File: config.mk
export PLATFORM = sky130hd
export DESIGN_NAME = tenbase_t_transceiver_logic
export DESIGN_NICKNAME = d
export VERILOG_FILES = /design/src/hw/tenbase_pkg.sv /design/src/hw/tenbase_t_transceiver_logic.sv /design/src/hw/tenbase_timer.sv
export VERILOG_INCLUDE_DIRS = /design/src /design/src/hw
export SDC_FILE = /design/constraint.sdc
export NUM_CORES = 1
export LEC_CHECK = 0
export BUFFER_PORTS_ARGS = -buffer_cell sky130_fd_sc_hd__buf_2
export CAP_MARGIN = 20
export CELL_PAD_IN_SITES_DETAIL_PLACEMENT = 0
export CELL_PAD_IN_SITES_GLOBAL_PLACEMENT = 1
export CORE_ASPECT_RATIO = 0.9
export CORE_MARGIN = 2
export CORE_UTILIZATION = 46
export CTS_CLUSTER_DIAMETER = 50
export DETAILED_ROUTE_END_ITERATION = 6
export PLACE_DENSITY = 0.86
export SYNTH_ARGS = -nofsm -noshare
export SYNTH_HDL_FRONTEND = slang
export SYNTH_SLANG_ARGS = --single-unit
File: constraint.sdc
create_clock -name clk_sys -period 7.35 [get_ports clk_sys]
set_clock_uncertainty 0.2 [all_clocks]
set_input_delay 0.735 -clock clk_sys [delete_from_list [all_inputs] [get_ports clk_sys]]
set_output_delay 0.735 -clock clk_sys [all_outputs]
set_load 0.02 [all_outputs]
File: src/hw/tenbase_consts.svh
// Timing, register and field constants for the 10 Mb/s transceiver logic
// Behaviour
// - Full duplex sends and receives together, raising collision only on jabber.
// - Squelch needs first level, opposite within 150 ns, original within 150 ns.
// - Qualification is duplex independent; about two preamble bits are lost.
// - Data stays valid until no level crossing for over 150 ns.
// - Once data is good, squelch thresholds are lowered.
// - Half duplex: collision while transmit and receive overlap, reported at once.
// - Collision is also raised during a jabber condition.
// - Heartbeat: about 1 us after each frame, collision pulses ten bit times.
// - Heartbeat is suppressed in full duplex or by the suppress bit.
// - Half duplex carrier sense follows transmit or qualified receive.
// - Full duplex carrier sense follows receive only.
// - End of frame when mid-bit transitions stop; carrier drops within 1.5 bits.
// - Receive clock runs five more bit times after carrier sense falls.
// - When idle, a 100 ns link pulse goes out every 16 ms.
// - Without valid link pulses, transmitter and receiver are disabled, and collision except on jabber; the heartbeat collision is not gated by link.
// - The force-link bit makes the link good regardless of pulses.
// - Jabber cuts transmission after about 85 ms of continuous transmit.
// - After jabber, transmit stays off until enable is low about 500 ms.
// - Three inverted link pulses latch bad polarity and invert decoding.
// - Serial transmit data is sampled each bit and encoded while enable is high.
// - Each frame ends with a positive transition: mid-cell for one, boundary for zero.
`ifndef TENBASE_CONSTS_SVH
`define TENBASE_CONSTS_SVH

`define CLK_NS          10
`define NS_PER_MS       1000000
`define BIT_NS          100
`define BIT_CYC         (`BIT_NS / `CLK_NS)
`define HALF_CYC        (`BIT_CYC / 2)
`define SQ_WIN_NS       150
`define SQ_WIN_CYC      (`SQ_WIN_NS / `CLK_NS)
`define MID_MIN_NS      70
`define MID_MIN_CYC     ((`MID_MIN_NS + `CLK_NS - 1) / `CLK_NS)
`define EOF_NS          130
`define EOF_CYC         (`EOF_NS / `CLK_NS)
`define RXCLK_HOLD_BITS 5
`define RXCLK_HOLD_CYC  (`RXCLK_HOLD_BITS * `BIT_CYC)
`define TAIL_BITS       2
`define TAIL_CYC        (`TAIL_BITS * `BIT_CYC)
`define NLP_NS          100
`define NLP_CYC         (`NLP_NS / `CLK_NS)
`define SQE_DLY_NS      1000
`define SQE_DLY_CYC     (`SQE_DLY_NS / `CLK_NS)
`define SQE_LEN_BITS    10
`define SQE_LEN_CYC     (`SQE_LEN_BITS * `BIT_CYC)
`define NLP_PERIOD_MS   16
`define JABBER_MS       85
`define UNJAB_MS        500
`define LINK_LOSS_MS    50

`define REG_TBSC        5'h1a
`define TBSC_JABBER     0
`define TBSC_LINK       1
`define TBSC_POL_BAD    4
`define TBSC_POL_INV    5
`define TBSC_HBD        7
`define TBSC_FORCE      8
`define TBSC_FDX        9
`define TBSC_HBD_RST    1'b0
`define TBSC_FORCE_RST  1'b0
`define TBSC_FDX_RST    1'b0

`endif

File: src/hw/tenbase_pkg.sv
// Types for the 10 Mb/s transceiver logic
`default_nettype none
package tenbase_pkg;

    typedef enum logic [1:0] {SQ_IDLE, SQ_FIRST, SQ_SECOND, SQ_VALID}
        sq_state_t;
    typedef enum logic [1:0] {TX_IDLE, TX_DATA, TX_TAIL} tx_state_t;

    typedef struct packed {
        sq_state_t   sq;
        logic        sq_first_pos;
        logic [4:0]  sq_tmr;
        logic        pos_prev;
        logic        neg_prev;
        logic        sq_low;
        logic        rx_prev;
        logic [4:0]  dec_gap;
        logic        rx_act;
        logic        rxd;
        logic [3:0]  rxclk_ph;
        logic [5:0]  rxclk_hold;
        logic        rx_clk;
        logic        crs;
        logic        col;
        logic [1:0]  inv_cnt;
        logic        pol_inv;
        logic        pol_bad;
        tx_state_t   tx;
        logic [3:0]  tx_ph;
        logic        tx_clk;
        logic        tx_bit;
        logic [4:0]  tail_cnt;
        logic        tx_line;
        logic        tx_oe;
        logic        nlp_on;
        logic [3:0]  nlp_cnt;
        logic        jabber;
        logic        sqe_wait;
        logic        sqe_on;
        logic [6:0]  sqe_cnt;
        logic        hbd;
        logic        force_link;
        logic        full_dup;
        logic        link;
        logic [15:0] rdata;
    } core_state_t;

endpackage
`default_nettype wire

File: src/hw/tenbase_t_transceiver_logic.sv
// Digital core of the 10 Mb/s twisted-pair transceiver
`default_nettype none
`include "tenbase_consts.svh"
module tenbase_t_transceiver_logic #(
    parameter int NLP_PERIOD_CYC = `NLP_PERIOD_MS * `NS_PER_MS / `CLK_NS,
    parameter int JABBER_CYC     = `JABBER_MS * `NS_PER_MS / `CLK_NS,
    parameter int UNJAB_CYC      = `UNJAB_MS * `NS_PER_MS / `CLK_NS,
    parameter int LINK_LOSS_CYC  = `LINK_LOSS_MS * `NS_PER_MS / `CLK_NS
) (
    input  wire logic        clk_sys,
    input  wire logic        resetn,
    input  wire logic [4:0]  reg_addr,
    input  wire logic [15:0] reg_wdata,
    input  wire logic        reg_wr,
    input  wire logic        reg_rd,
    output logic      [15:0] reg_rdata,
    input  wire logic        tx_en,
    input  wire logic        txd,
    output logic             tx_clk,
    output logic             rx_clk,
    output logic             rxd,
    output logic             crs,
    output logic             col,
    output logic             tx_line,
    output logic             tx_line_oe,
    input  wire logic        sq_pos,
    input  wire logic        sq_neg,
    input  wire logic        rx_line,
    output logic             sq_low,
    output logic             link_up
);
    import tenbase_pkg::*;

    localparam logic [4:0] SQ_WIN    = 5'(`SQ_WIN_CYC);
    localparam logic [3:0] BIT_L     = 4'(`BIT_CYC - 1);
    localparam logic [3:0] HALF      = 4'(`HALF_CYC);
    localparam logic [4:0] MID_MIN   = 5'(`MID_MIN_CYC);
    localparam logic [4:0] EOF_GAP   = 5'(`EOF_CYC);
    localparam logic [5:0] HOLD      = 6'(`RXCLK_HOLD_CYC);
    localparam logic [4:0] TAIL_L    = 5'(`TAIL_CYC - 1);
    localparam logic [3:0] NLP_L     = 4'(`NLP_CYC - 1);
    localparam logic [6:0] SQE_DLY_L = 7'(`SQE_DLY_CYC - 1);
    localparam logic [6:0] SQE_LEN_L = 7'(`SQE_LEN_CYC - 1);

    core_state_t q;
    core_state_t d;
    logic        jab_exp;
    logic        unjab_exp;
    logic        nlp_exp;
    logic        loss_exp;
    logic        link_ok;
    logic        tx_act;
    logic        tx_ok;
    logic        pos_e;
    logic        neg_e;
    logic        any_e;
    logic        lp_seen;
    logic        lp_inv;
    logic        pol_set;
    logic        mid;
    logic        bit_end;
    logic        rd_hit;
    logic        wr_hit;
    logic [15:0] rv;

    tenbase_timer #(.LIMIT(JABBER_CYC)) jab_tmr (
        .clk_sys (clk_sys),
        .resetn  (resetn),
        .restart (~tx_en),
        .run     (tx_en & ~q.jabber),
        .expired (jab_exp)
    );

    tenbase_timer #(.LIMIT(UNJAB_CYC)) unjab_tmr (
        .clk_sys (clk_sys),
        .resetn  (resetn),
        .restart (tx_en | ~q.jabber),
        .run     (1'b1),
        .expired (unjab_exp)
    );

    // Restarted in the cycle a pulse is launched, so pulse starts are
    // exactly one period apart
    tenbase_timer #(.LIMIT(NLP_PERIOD_CYC - 1)) nlp_tmr (
        .clk_sys (clk_sys),
        .resetn  (resetn),
        .restart (tx_act | tx_en | (nlp_exp & ~q.nlp_on)),
        .run     (1'b1),
        .expired (nlp_exp)
    );

    tenbase_timer #(.LIMIT(LINK_LOSS_CYC)) loss_tmr (
        .clk_sys (clk_sys),
        .resetn  (resetn),
        .restart (lp_seen | (q.sq == SQ_VALID)),
        .run     (1'b1),
        .expired (loss_exp)
    );

    always_comb begin
        d = q;
        lp_seen = 1'b0;
        lp_inv = 1'b0;
        pol_set = 1'b0;
        link_ok = q.force_link | ~loss_exp;
        tx_act = (q.tx != TX_IDLE);
        tx_ok = link_ok & ~q.jabber;
        pos_e = sq_pos & ~q.pos_prev;
        neg_e = sq_neg & ~q.neg_prev;
        any_e = pos_e | neg_e;
        d.pos_prev = sq_pos;
        d.neg_prev = sq_neg;

        // Smart squelch; a lone crossing that fails qualification is a
        // link pulse whose polarity is that of its first crossing
        case (q.sq)
            SQ_IDLE: begin
                d.sq_tmr = '0;
                if (any_e) begin
                    d.sq = SQ_FIRST;
                    d.sq_first_pos = pos_e;
                end
            end
            SQ_FIRST: begin
                d.sq_tmr = q.sq_tmr + 5'h01;
                if (q.sq_first_pos ? neg_e : pos_e) begin
                    d.sq = SQ_SECOND;
                    d.sq_tmr = '0;
                end else if (q.sq_tmr == SQ_WIN) begin
                    d.sq = SQ_IDLE;
                    lp_seen = 1'b1;
                    lp_inv = ~q.sq_first_pos;
                end
            end
            SQ_SECOND: begin
                d.sq_tmr = q.sq_tmr + 5'h01;
                if (q.sq_first_pos ? pos_e : neg_e) begin
                    d.sq = SQ_VALID;
                    d.sq_tmr = '0;
                end else if (q.sq_tmr == SQ_WIN) begin
                    d.sq = SQ_IDLE;
                    lp_seen = 1'b1;
                    lp_inv = ~q.sq_first_pos;
                end
            end
            SQ_VALID: begin
                if (any_e) begin
                    d.sq_tmr = '0;
                end else if (q.sq_tmr == SQ_WIN) begin
                    d.sq = SQ_IDLE;
                end else begin
                    d.sq_tmr = q.sq_tmr + 5'h01;
                end
            end
            default: d.sq = SQ_IDLE;
        endcase
        d.sq_low = (d.sq == SQ_VALID);

        // Manchester decoder: a transition well after the last mid-bit
        // one is the next mid-bit transition; boundary ones are skipped
        d.rx_prev = rx_line;
        if (q.dec_gap != 5'h1f) begin
            d.dec_gap = q.dec_gap + 5'h01;
        end
        if (q.rxclk_ph == BIT_L) begin
            d.rxclk_ph = '0;
        end else begin
            d.rxclk_ph = q.rxclk_ph + 4'h1;
        end
        mid = (q.sq == SQ_VALID) && link_ok && (rx_line != q.rx_prev)
              && (!q.rx_act || q.dec_gap >= MID_MIN);
        if (mid) begin
            d.rxd = rx_line ^ q.pol_inv;
            d.rx_act = 1'b1;
            d.dec_gap = '0;
            d.rxclk_ph = '0;
        end else if (q.rx_act && (q.dec_gap >= EOF_GAP
                     || q.sq != SQ_VALID || !link_ok)) begin
            d.rx_act = 1'b0;
        end

        d.crs = q.rx_act | (~q.full_dup & tx_act);
        if (q.crs && !d.crs) begin
            d.rxclk_hold = HOLD;
        end else if (q.rxclk_hold != 6'h00) begin
            d.rxclk_hold = q.rxclk_hold - 6'h01;
        end
        d.rx_clk = (d.rx_act | d.crs | (d.rxclk_hold != 6'h00))
                   & (d.rxclk_ph < HALF);

        // Heartbeat sequencer
        if (q.sqe_wait) begin
            d.sqe_cnt = q.sqe_cnt + 7'h01;
            if (q.sqe_cnt == SQE_DLY_L) begin
                d.sqe_wait = 1'b0;
                d.sqe_on = 1'b1;
                d.sqe_cnt = '0;
            end
        end else if (q.sqe_on) begin
            d.sqe_cnt = q.sqe_cnt + 7'h01;
            if (q.sqe_cnt == SQE_LEN_L) begin
                d.sqe_on = 1'b0;
            end
        end

        // Encoder; transmit data is taken just before the rising edge
        // of the transmit clock, that is at the last phase of the cell
        if (q.tx_ph == BIT_L) begin
            d.tx_ph = '0;
        end else begin
            d.tx_ph = q.tx_ph + 4'h1;
        end
        d.tx_clk = (d.tx_ph < HALF);
        bit_end = (q.tx_ph == BIT_L);
        case (q.tx)
            TX_IDLE: begin
                if (bit_end && tx_en && tx_ok) begin
                    d.tx = TX_DATA;
                    d.tx_bit = txd;
                end
            end
            TX_DATA: begin
                if (bit_end) begin
                    if (tx_en && tx_ok) begin
                        d.tx_bit = txd;
                    end else begin
                        d.tx = TX_TAIL;
                        d.tail_cnt = '0;
                    end
                end
            end
            TX_TAIL: begin
                d.tail_cnt = q.tail_cnt + 5'h01;
                if (q.tail_cnt == TAIL_L) begin
                    d.tx = TX_IDLE;
                    d.sqe_wait = 1'b1;
                    d.sqe_on = 1'b0;
                    d.sqe_cnt = '0;
                end
            end
            default: d.tx = TX_IDLE;
        endcase
        if (q.full_dup || q.hbd) begin
            d.sqe_wait = 1'b0;
            d.sqe_on = 1'b0;
        end

        // Link pulses only while nothing is being sent
        if (nlp_exp && !q.nlp_on && !tx_act && !tx_en) begin
            d.nlp_on = 1'b1;
            d.nlp_cnt = '0;
        end else if (q.nlp_on) begin
            d.nlp_cnt = q.nlp_cnt + 4'h1;
            if (q.nlp_cnt == NLP_L) begin
                d.nlp_on = 1'b0;
            end
        end

        if (d.tx == TX_DATA) begin
            d.tx_line = (d.tx_ph < HALF) ? ~d.tx_bit : d.tx_bit;
            d.tx_oe = 1'b1;
        end else if (d.tx == TX_TAIL) begin
            d.tx_line = 1'b1;
            d.tx_oe = 1'b1;
        end else begin
            d.tx_line = d.nlp_on;
            d.tx_oe = d.nlp_on;
        end

        d.jabber = q.jabber ? ~unjab_exp : jab_exp;
        d.col = q.jabber | q.sqe_on
                | (~q.full_dup & link_ok & tx_act & q.rx_act);

        // Polarity: three pulses in a row against the current sense flip it
        if (lp_seen) begin
            if (lp_inv != q.pol_inv) begin
                if (q.inv_cnt == 2'h2) begin
                    d.pol_inv = ~q.pol_inv;
                    d.inv_cnt = '0;
                    pol_set = ~q.pol_inv;
                end else begin
                    d.inv_cnt = q.inv_cnt + 2'h1;
                end
            end else begin
                d.inv_cnt = '0;
            end
        end

        rd_hit = reg_rd && (reg_addr == `REG_TBSC);
        wr_hit = reg_wr && (reg_addr == `REG_TBSC);
        rv = '0;
        rv[`TBSC_JABBER] = q.jabber;
        rv[`TBSC_LINK] = link_ok;
        rv[`TBSC_POL_BAD] = q.pol_bad;
        rv[`TBSC_POL_INV] = q.pol_inv;
        rv[`TBSC_HBD] = q.hbd;
        rv[`TBSC_FORCE] = q.force_link;
        rv[`TBSC_FDX] = q.full_dup;
        d.rdata = rd_hit ? rv : 16'h0000;
        d.pol_bad = (q.pol_bad & ~rd_hit) | pol_set;
        if (wr_hit) begin
            d.hbd = reg_wdata[`TBSC_HBD];
            d.force_link = reg_wdata[`TBSC_FORCE];
            d.full_dup = reg_wdata[`TBSC_FDX];
        end
        d.link = link_ok;
    end

    always_ff @(posedge clk_sys) begin
        if (!resetn) begin
            q <= '0;
            q.hbd <= `TBSC_HBD_RST;
            q.force_link <= `TBSC_FORCE_RST;
            q.full_dup <= `TBSC_FDX_RST;
        end else begin
            q <= d;
        end
    end

    assign reg_rdata = q.rdata;
    assign tx_clk = q.tx_clk;
    assign rx_clk = q.rx_clk;
    assign rxd = q.rxd;
    assign crs = q.crs;
    assign col = q.col;
    assign tx_line = q.tx_line;
    assign tx_line_oe = q.tx_oe;
    assign sq_low = q.sq_low;
    assign link_up = q.link;
endmodule
`default_nettype wire

File: src/hw/tenbase_timer.sv
// Saturating interval timer with restart and a registered expiry level
`default_nettype none
module tenbase_timer #(
    parameter int LIMIT = 16
) (
    input  wire logic clk_sys,
    input  wire logic resetn,
    input  wire logic restart,
    input  wire logic run,
    output logic      expired
);
    localparam int W = $clog2(LIMIT + 1);
    localparam logic [W-1:0] LIM = W'(LIMIT);

    typedef struct packed {
        logic [W-1:0] cnt;
        logic         done;
    } tmr_state_t;

    tmr_state_t q;
    tmr_state_t d;

    always_comb begin
        d = q;
        if (restart) begin
            d.cnt = '0;
        end else if (run && q.cnt != LIM) begin
            d.cnt = q.cnt + 1'b1;
        end
        d.done = (d.cnt == LIM);
    end

    always_ff @(posedge clk_sys) begin
        if (!resetn) begin
            q <= '0;
        end else begin
            q <= d;
        end
    end

    assign expired = q.done;
endmodule
`default_nettype wire

# Yosys cells after proc, flatten, opt, wreduce, memory -nomap -nowiden
# Cells that the tools add are included.
# Widths: inputs -> output; s select.
# totals
in_bits	30
regBits	184
# classes
bitwise	36
n_addsub	13
eq_ne	31
n_mux	66
order_cmp	4
reduce_logical	37
# op_table
cell	count
$mux 26	2
$mux 24	2
$mux 23	2
$mux 21	2
$mux 5	7
$mux 9	3
$add 26x1->26 const B	1
$eq 26x26->1 const B	1
$ne 26x26->1 const B	1
$add 24x1->24 const B	1
$eq 24x24->1 const B	1
$mux 2	12
$ne 24x24->1 const B	1
$add 23x1->23 const B	1
$eq 23x23->1 const B	1
$ne 23x23->1 const B	1
$add 21x1->21 const B	1
$eq 21x21->1 const B	1
$ne 21x21->1 const B	1
$mux 1	20
$pmux 5 s4	1
$mux 6	3
$mux 8	2
$add 5x1->5 const B	3
other kinds (36)	116

# Longest topological paths before layout
# Gate-level depths: netlist (run 1).
# logic_depth
ltp_word	10
ltp_mapped	9
mapped_depth_nobuf	8

# Cells and area by module
# A second synthesis (run 1) with hierarchy kept.
# unflattened
cells_unflattened	1137
area_unflattened_um2	9696.8
# by_module_without_submodules
mod	instances	seq_area_each_um2	cells_per_inst	area_per_inst_um2
tenbase_t_transceiver_logic	1	1541.5	421	3702.3
tenbase_timer (unjab_tmr)	1	540.5	196	1647.8
tenbase_timer (jab_tmr)	1	500.5	191	1621.6
tenbase_timer (loss_tmr)	1	480.5	171	1421.4
tenbase_timer (nlp_tmr)	1	440.4	158	1303.8

# Worst setup path after synthesis (run 1)
# No wires, ideal clock.
# synth_timing
path_kind	input to register
startpoint	in tx_en
endpoint	reg jab_tmr.q, in the netlist jab_tmr.expired
path_stages	6
setup_slack_ns	4.673
t_required_ns	7.047
setup_time_ns	0.103
t_arrival_ns	2.374
n_path_buf	0
cell_sequence	nor2b_1 nand4_1 or3_1 a2111oi_0 o2111ai_1 a2111oi_2
# synth_via
elab_chain_len	5
# synth_lines
item	line_no	rtl
start, declared	tenbase_t_transceiver_logic.sv:17	input wire logic tx_en,
$and 1x1->1	tenbase_t_transceiver_logic.sv:70	.run (tx_en & ~q.jabber),
$logic_and 1x1->1	tenbase_timer.sv:27	end else if (run && q.cnt != LIM) begin
$mux 24	tenbase_timer.sv:27	
$mux 24 *	tenbase_timer.sv:25	if (restart) begin
$eq 24x24->1 *	tenbase_timer.sv:30	d.done = (d.cnt == LIM);
end signal, assigned	tenbase_timer.sv:35	q <= '0;
end signal, assigned	tenbase_timer.sv:37	q <= d;
end, declared	tenbase_timer.sv:20	tmr_state_t q;
# Every way passes the cells marked *; elsewhere a longest branch is shown, timed or not.
# A chain may end at the register's enable or synchronous reset.

# Worst setup path in the final report (run 1)
# Same ends and word-level chain as after synthesis.

==> metrics.yaml, run 1 <==
cts_tree: "done"
period_share: 0.4381
via_per_inst: 5.460
hold_viol: 0
synth_cell_type_count: 74
die_area_sq_um: 21500
power_density_nw_per_um2: 226.8
slew-limit-headroom: 0.4581
cp_max_fo: 13
critPathCaptureType: "flop"
core_sq_um: 19990
async_reset_ff_frac: 0
finalSetupTns_ns: 0
place_area_sq_um: 9522
drv_slew: 0
max_stage_delay_ns: 0.53
drive_gt1_frac: 0.07712
clockBufferDepth: 2
postCtsResizedCells: 0
syn-instance-count: 1154
grt_pass1_wl_mm: 32.75
grt_max_degree: 39
dp_hpwl_mm: 13.42
synth_seq_cells: 175
boundaryPins: 55
setup_viol: 0
cts_sinks: 175
wl_per_cell_um: 13.52
gr-total-overflow: 0
power_leakage_uw: 0.003594
cp_data_arrival_time_ns: 3.35
slowest_stage: "or3_1"
crit_type: "in2reg"
ys_seq_area_frac: 0.3744
ir_drop_uv: 143.4
grt_pass1_vias: 7053
rows: 49
worst_slew_pin_slew_ns: 0.8108
postCtsSetupBuffers: 0
clk_pin_slew_ns: 0.07
port_buffers: 32
layout_commonest_cell: "nor2_1"
place_congestion: 0.8502
area_delta_synth_final_pct: 8.531
htree_num_levels: 4
rrSetupSlack_ns: 4.14
yosys_warnings: 0
fin_nets: 1194
crit_family: "simple AND/OR/NAND/NOR gates"
grt_usage: 0.1803
min_path_type: "reg2reg"
crit_required_ns: 7.48
finalWirelength_mm: 19.04
holdBufCountCts: 0
mostFrequentLayoutCells: "nor2_1 (182), dfxtp_1 (175), nand2_1 (87)"
worst-path-buf-inv: 1
antenna_found_initial: 0
syn_area_sq_um: 9358
drc: 0
status: "completed"
min_period_ns: 3.220
vias: 7693
die_w_um: 154.3
fp.dieH_um: 139.3
drt-initial-drc-count: 334
clk-insertion-delay-late_ns: 0.43
synth_ff_type: "dfxtp_1"
numCtsBuffers: 17
cap_violations: 0
clockRootBuffer: "clkbuf_16"
fmax_mhz: 310.6
critical_path.cell_chain: "buf_2, nor2b_1, nand4_1, or3_1, a2111oi_0, o2111ai_1, a2111oi_2"
drt.antenna.violating_nets: 0
avgSynthCellArea_sq_um: 8.109
antenna_cells: 0
final_cell_area_sq_um: 10160
synth-edff-count: 0
cp-start-kind: "primary input"
start_util: 0.4682
rsz0062_at_grt: "false"
drtPass1Iterations: 5
[cell type report]
| cell class | count | area (sq um) |
|---|---|---|
| Fill cell | 1908 | 9831 |
| Multi-Input combinational cell | 875 | 5385 |
| Sequential cell | 175 | 3503 |
| Clock buffer | 17 | 425.4 |
| Tap cell | 255 | 319.1 |
| Clock inverter | 15 | 209.0 |
| Timing Repair Buffer | 33 | 167.7 |
| Inverter | 39 | 146.4 |
[Yosys cell counts (4+ instances only)]
cell       count  area (sq um)
or2_2          4         25.02
and3_1        25         156.4
dfxtp_1      175          3503
nor4b_1        8         70.07
or4_1          6         45.04
nand2b_1      14         87.58
o21ai_0       30         150.1
or3_1         15         93.84
nand4_1       32         200.2
mux2i_1       20         200.2
nor3b_1        9         67.56
a21oi_1       53         265.3
buf_1          4         15.01
nor2_1       182         683.2
buf_2         14         70.07
nand2_1       87         326.6
nor4bb_1       5         50.05
a311oi_1       5         43.79
a31oi_1       14         87.58
xor2_1        47         411.6
inv_1         39         146.4
xnor2_1       52         455.4
clkbuf_1      38         142.6
nor4_1        13         81.33
buf_4         16         120.1
o2111ai_1      5         43.79
and4_1         9         78.83
a22oi_1        5         37.54
and2_1        20         125.1
nor3_1        29         145.1
o31ai_1        5         37.54
nand4b_1       7         61.31
nand3_1       56         280.3
nor2b_1       15         93.84
ha_1          23         287.8
nand3b_1      10         75.07
[worst reg2reg max path, delay by kind of cell (launching register included)]
family	cells	cell delay, ns
flip-flops	1	0.43
AND/OR/NAND/NOR	4	1.43
multiplexers	1	0.20
AO/OA/AOI/OAI	1	0.34
adder cells (fa/ha/maj)	1	0.51
[power breakdown]
| part | switching (uW) | internal [uW] | leakage (uW) |
|---|---|---|---|
| clock | 400 | 575 | 0.000306 |
| combinational | 171 | 129 | 0.00187 |
| sequential | 41.3 | 987 | 0.00142 |
[logic make-up (layout without fill, tap and decap cells)]
family / Yosys count / count (layout) / synth area share
xor+xnor: 99 / 99 / 0.09266
flops: 175 / 175 / 0.3744
buf+inv: 112 / 104 / 0.05335
compound gates: 156 / 156 / 0.1082
mux: 21 / 21 / 0.02260
fa+ha+maj: 23 / 23 / 0.03075
simple gates: 567 / 567 / 0.3177
other cells: 1 / 9 / 0.0004007
[per-layer routing]
metal	track usage	wire length [um]	part of all wire	vias up
met4	0.04532	157	0.0082	0
met1	0.2533	9673	0.51	3541
met5	0	0	0	-
met2	0.2865	8411	0.44	143
met3	0.03457	801	0.042	18
li1	-	-	-	3991
[registers in the layout (all words and copies together) (netlist names), 7 cells and up]
name,count
nlp_tmr.q,21
jab_tmr.q,24
unjab_tmr.q,26
q,61
reg_rdata,7
loss_tmr.q,23
[metrics by stage]
stage	util	cells	hold slack [ns]	power (uW)	setup slack, ns
2_1_floorplan	-	1162	0.2273	1286	4.673
5_1_grt	0.5081	1409	0.2729	2408	3.804
3_5_place_dp	0.4764	1377	0.2402	1349	3.772
3_3_place_gp	0.4764	1377	0.2386	1344	3.713
6_report	0.5081	1409	0.2546	2303	4.130
4_1_cts	0.5081	1409	0.2566	2329	4.151
[worst paths after layout]
path | from | depth (start not counted) | endpoint
setup reg to reg | nlp_tmr.q[1] | 7 | nlp_tmr.expired
setup / recovery | tx_en | 7 | jab_tmr.expired
hold / removal | q[50] | 2 | q[50]
hold reg to reg | q[50] | 2 | q[50]
(Power assumes the default switching activity.)
==> run 2: changes to the inputs <==
clock period = 3.15 ns   (was 7.35 ns; I/O delays follow)
==> run 2 against run 1 <==
Via count up 0.52%. Core utilization up 0.61 points. Register-to-register slack worse by 3.9 ns. Flip-flop and latch count unchanged. Routed wire length up 3.1%. Final cell count up 1.4%. Sequential power up 130%. Non-clock buffer count up 21. First-iteration DRC count up 4.2%. Critical path depth unchanged. Critical path type is now reg2reg. Critical endpoint is now unjab_tmr.expired. Largest power group unchanged.
==> metrics.yaml, run 2 (synthesis results as in run 1) <==
gr-total-overflow: 0  # unchanged
numCtsBuffers: 17  # unchanged
boundaryPins: 55  # unchanged
drc: 0  # unchanged
cts_tree: "done"  # unchanged
drive_gt1_frac: 0.08348  # was 0.07712
crit_required_ns: 3.31  # was 7.48 ns
power_leakage_uw: 0.003650  # was 0.003594 uW
die_area_sq_um: 21500  # unchanged
dp_hpwl_mm: 13.83  # was 13.42 mm
min_period_ns: 2.877
hold_viol: 0  # unchanged
power_uw: 5175  # was 2303 uW
drtPass1Iterations: 6  # was 5
cts_sinks: 175  # unchanged
largest_reg_flops: 61  # unchanged
wl_per_cell_um: 13.73  # was 13.52 um
cap_violations: 0  # unchanged
critPathCaptureType: "flop"  # unchanged
slew-limit-headroom: 0.4285  # was 0.4581
grt_max_degree: 24  # was 39
finalWirelength_mm: 19.63  # was 19.04 mm
n_fill_cell: 1922  # was 1908
finalSetupTns_ns: 0  # unchanged
clk_pin_slew_ns: 0.07  # about the same
area_delta_synth_final_pct: 9.828  # was 8.531%
grt_pass1_vias: 7096  # was 7053
holdWs_ns: 0.02280  # was 0.2546 ns
cp_data_arrival_time_ns: 3.04  # was 3.35 ns
seqCellArea_sq_um: 3503  # unchanged
clockBufferDepth: 2  # unchanged
clockRootBuffer: "clkbuf_16"  # unchanged
reg2reg_depth: 7  # unchanged
max_stage_delay_ns: 0.70  # was 0.53 ns
grt_pass1_wl_mm: 33.72  # was 32.75 mm
htree_num_levels: 4  # unchanged
vias: 7733  # was 7693
core_sq_um: 19990  # unchanged
min_path_type: "in2reg"  # was reg2reg
period_share: 0.9134
antenna_cells: 0  # unchanged
worst_slew_pin_slew_ns: 0.8500  # was 0.8108 ns
grt_usage: 0.1870  # was 0.1803
r2r_end: "unjab_tmr.expired"  # was nlp_tmr.expired
rows: 49  # unchanged
start_util: 0.4682  # unchanged
slowest_stage: "or4_1"  # was or3_1
largest-register: "q"  # unchanged
critical_path.cell_chain: "ha_1, nand4_2, or4_1, o21ai_0, o2111ai_1, nor4b_2, and4_1"  # was buf_2, nor2b_1, nand4_1, or3_1, a2111oi_0, o2111ai_1, a2111oi_2
place_congestion: 0.8182  # was 0.8502
fmax_mhz: 347.5
status: "completed"  # unchanged
rsz0062_at_grt: "false"  # unchanged
cp_max_fo: 7  # was 13
power_density_nw_per_um2: 503.5  # was 226.8 nW/um^2
die_w_um: 154.3  # unchanged
antenna_found_initial: 0  # unchanged
postCtsSetupBuffers: 0  # unchanged
layout_commonest_cell: "nor2_1"  # unchanged
cp-start-kind: "flop"  # was primary input
via_per_inst: 5.411  # was 5.460
multiInputGateArea_sq_um: 5385  # unchanged
crit_path_end: "unjab_tmr.expired"  # was jab_tmr.expired
drt-initial-drc-count: 348  # was 334
fin_nets: 1215  # was 1194
setup_viol: 0  # unchanged
mostFrequentLayoutCells: "nor2_1 (182), dfxtp_1 (175), nand2_1 (87)"  # unchanged
worstReg2RegStart: "unjab_tmr.q[2]"  # was nlp_tmr.q[1]
ir_drop_uv: 502.2  # was 143.4 uV
drt.antenna.violating_nets: 0  # unchanged
port_buffers: 32  # unchanged
fp.dieH_um: 139.3  # unchanged
crit_type: "reg2reg"  # was in2reg
top_regs: "q x61, unjab_tmr.q x26, jab_tmr.q x24"  # unchanged
drv_slew: 0  # unchanged
crit_start: "unjab_tmr.q[2]"  # was tx_en
rrSetupSlack_ns: 0.27  # was 4.14 ns
clk-insertion-delay-late_ns: 0.42  # was 0.43 ns
==> run 2: worst min path at each step <==
stage | startpoint | to | slack (ns) | cells after the start
after floorplan | q[50] | q[50] | 0.23 | 2
final | resetn | unjab_tmr.q[23] | 0.02 | 3
after global routing | resetn | unjab_tmr.q[23] | 0.03 | 3
after global placement | q[50] | reg_rdata[4] | 0.25 | 1
after detailed placement | q[50] | reg_rdata[4] | 0.24 | 1
after CTS | resetn | unjab_tmr.q[23] | 0.003 | 3
==> run 2: timing repair <==
item | CTS | global route
hold buffers | 10 | 0
hold endpoints to repair | 7 | 0
resized for setup | 0 | 0
==> run 2: worst max-delay path, delay by kind of cell (launching register included) <==
kind            cells  cell delay, ns
compound gates      2            0.45
fa+ha+maj           1            0.34
flops               1            0.44
simple gates        4            1.37
==> run 2: per-stage QoR <==
| step | util | area [sq um] | cells | worst slack (ns) |
|---|---|---|---|---|
| after global placement | 0.4805 | 9604 | 1388 | 0.3857 |
| final | 0.5142 | 10280 | 1429 | 0.2726 |
| after floorplan | - | 9388 | 1162 | 0.5212 |
| after detailed placement | 0.4805 | 9604 | 1388 | 0.3301 |
| after global routing | 0.5142 | 10280 | 1429 | 0.07205 |
| after CTS | 0.5142 | 10280 | 1429 | 0.3176 |
==> run 2: cell type report <==
type | instances | area share
clock buffers | 20 | 0.04444
clock inverters | 11 | 0.01132
inverters | 39 | 0.01424
multi-input cells | 875 | 0.5240
flip-flops and latches | 175 | 0.3409
well taps | 255 | 0.03104
repair buffers | 54 | 0.03409
==> run 2: per-layer routing <==
layer	track usage	wire length (um)	vias to the layer above
li1	-	-	4034
met3	0.03893	568	13
met2	0.3007	8823	87
met1	0.2603	10060	3599
met5	0	0	-
met4	0.04045	177	0
==> run 2: where the power goes <==
group / internal, uW / switching [uW]
combinational: 312 / 410
clock: 1200 / 853
sequential: 2300 / 96.7
total: 3820 / 1360
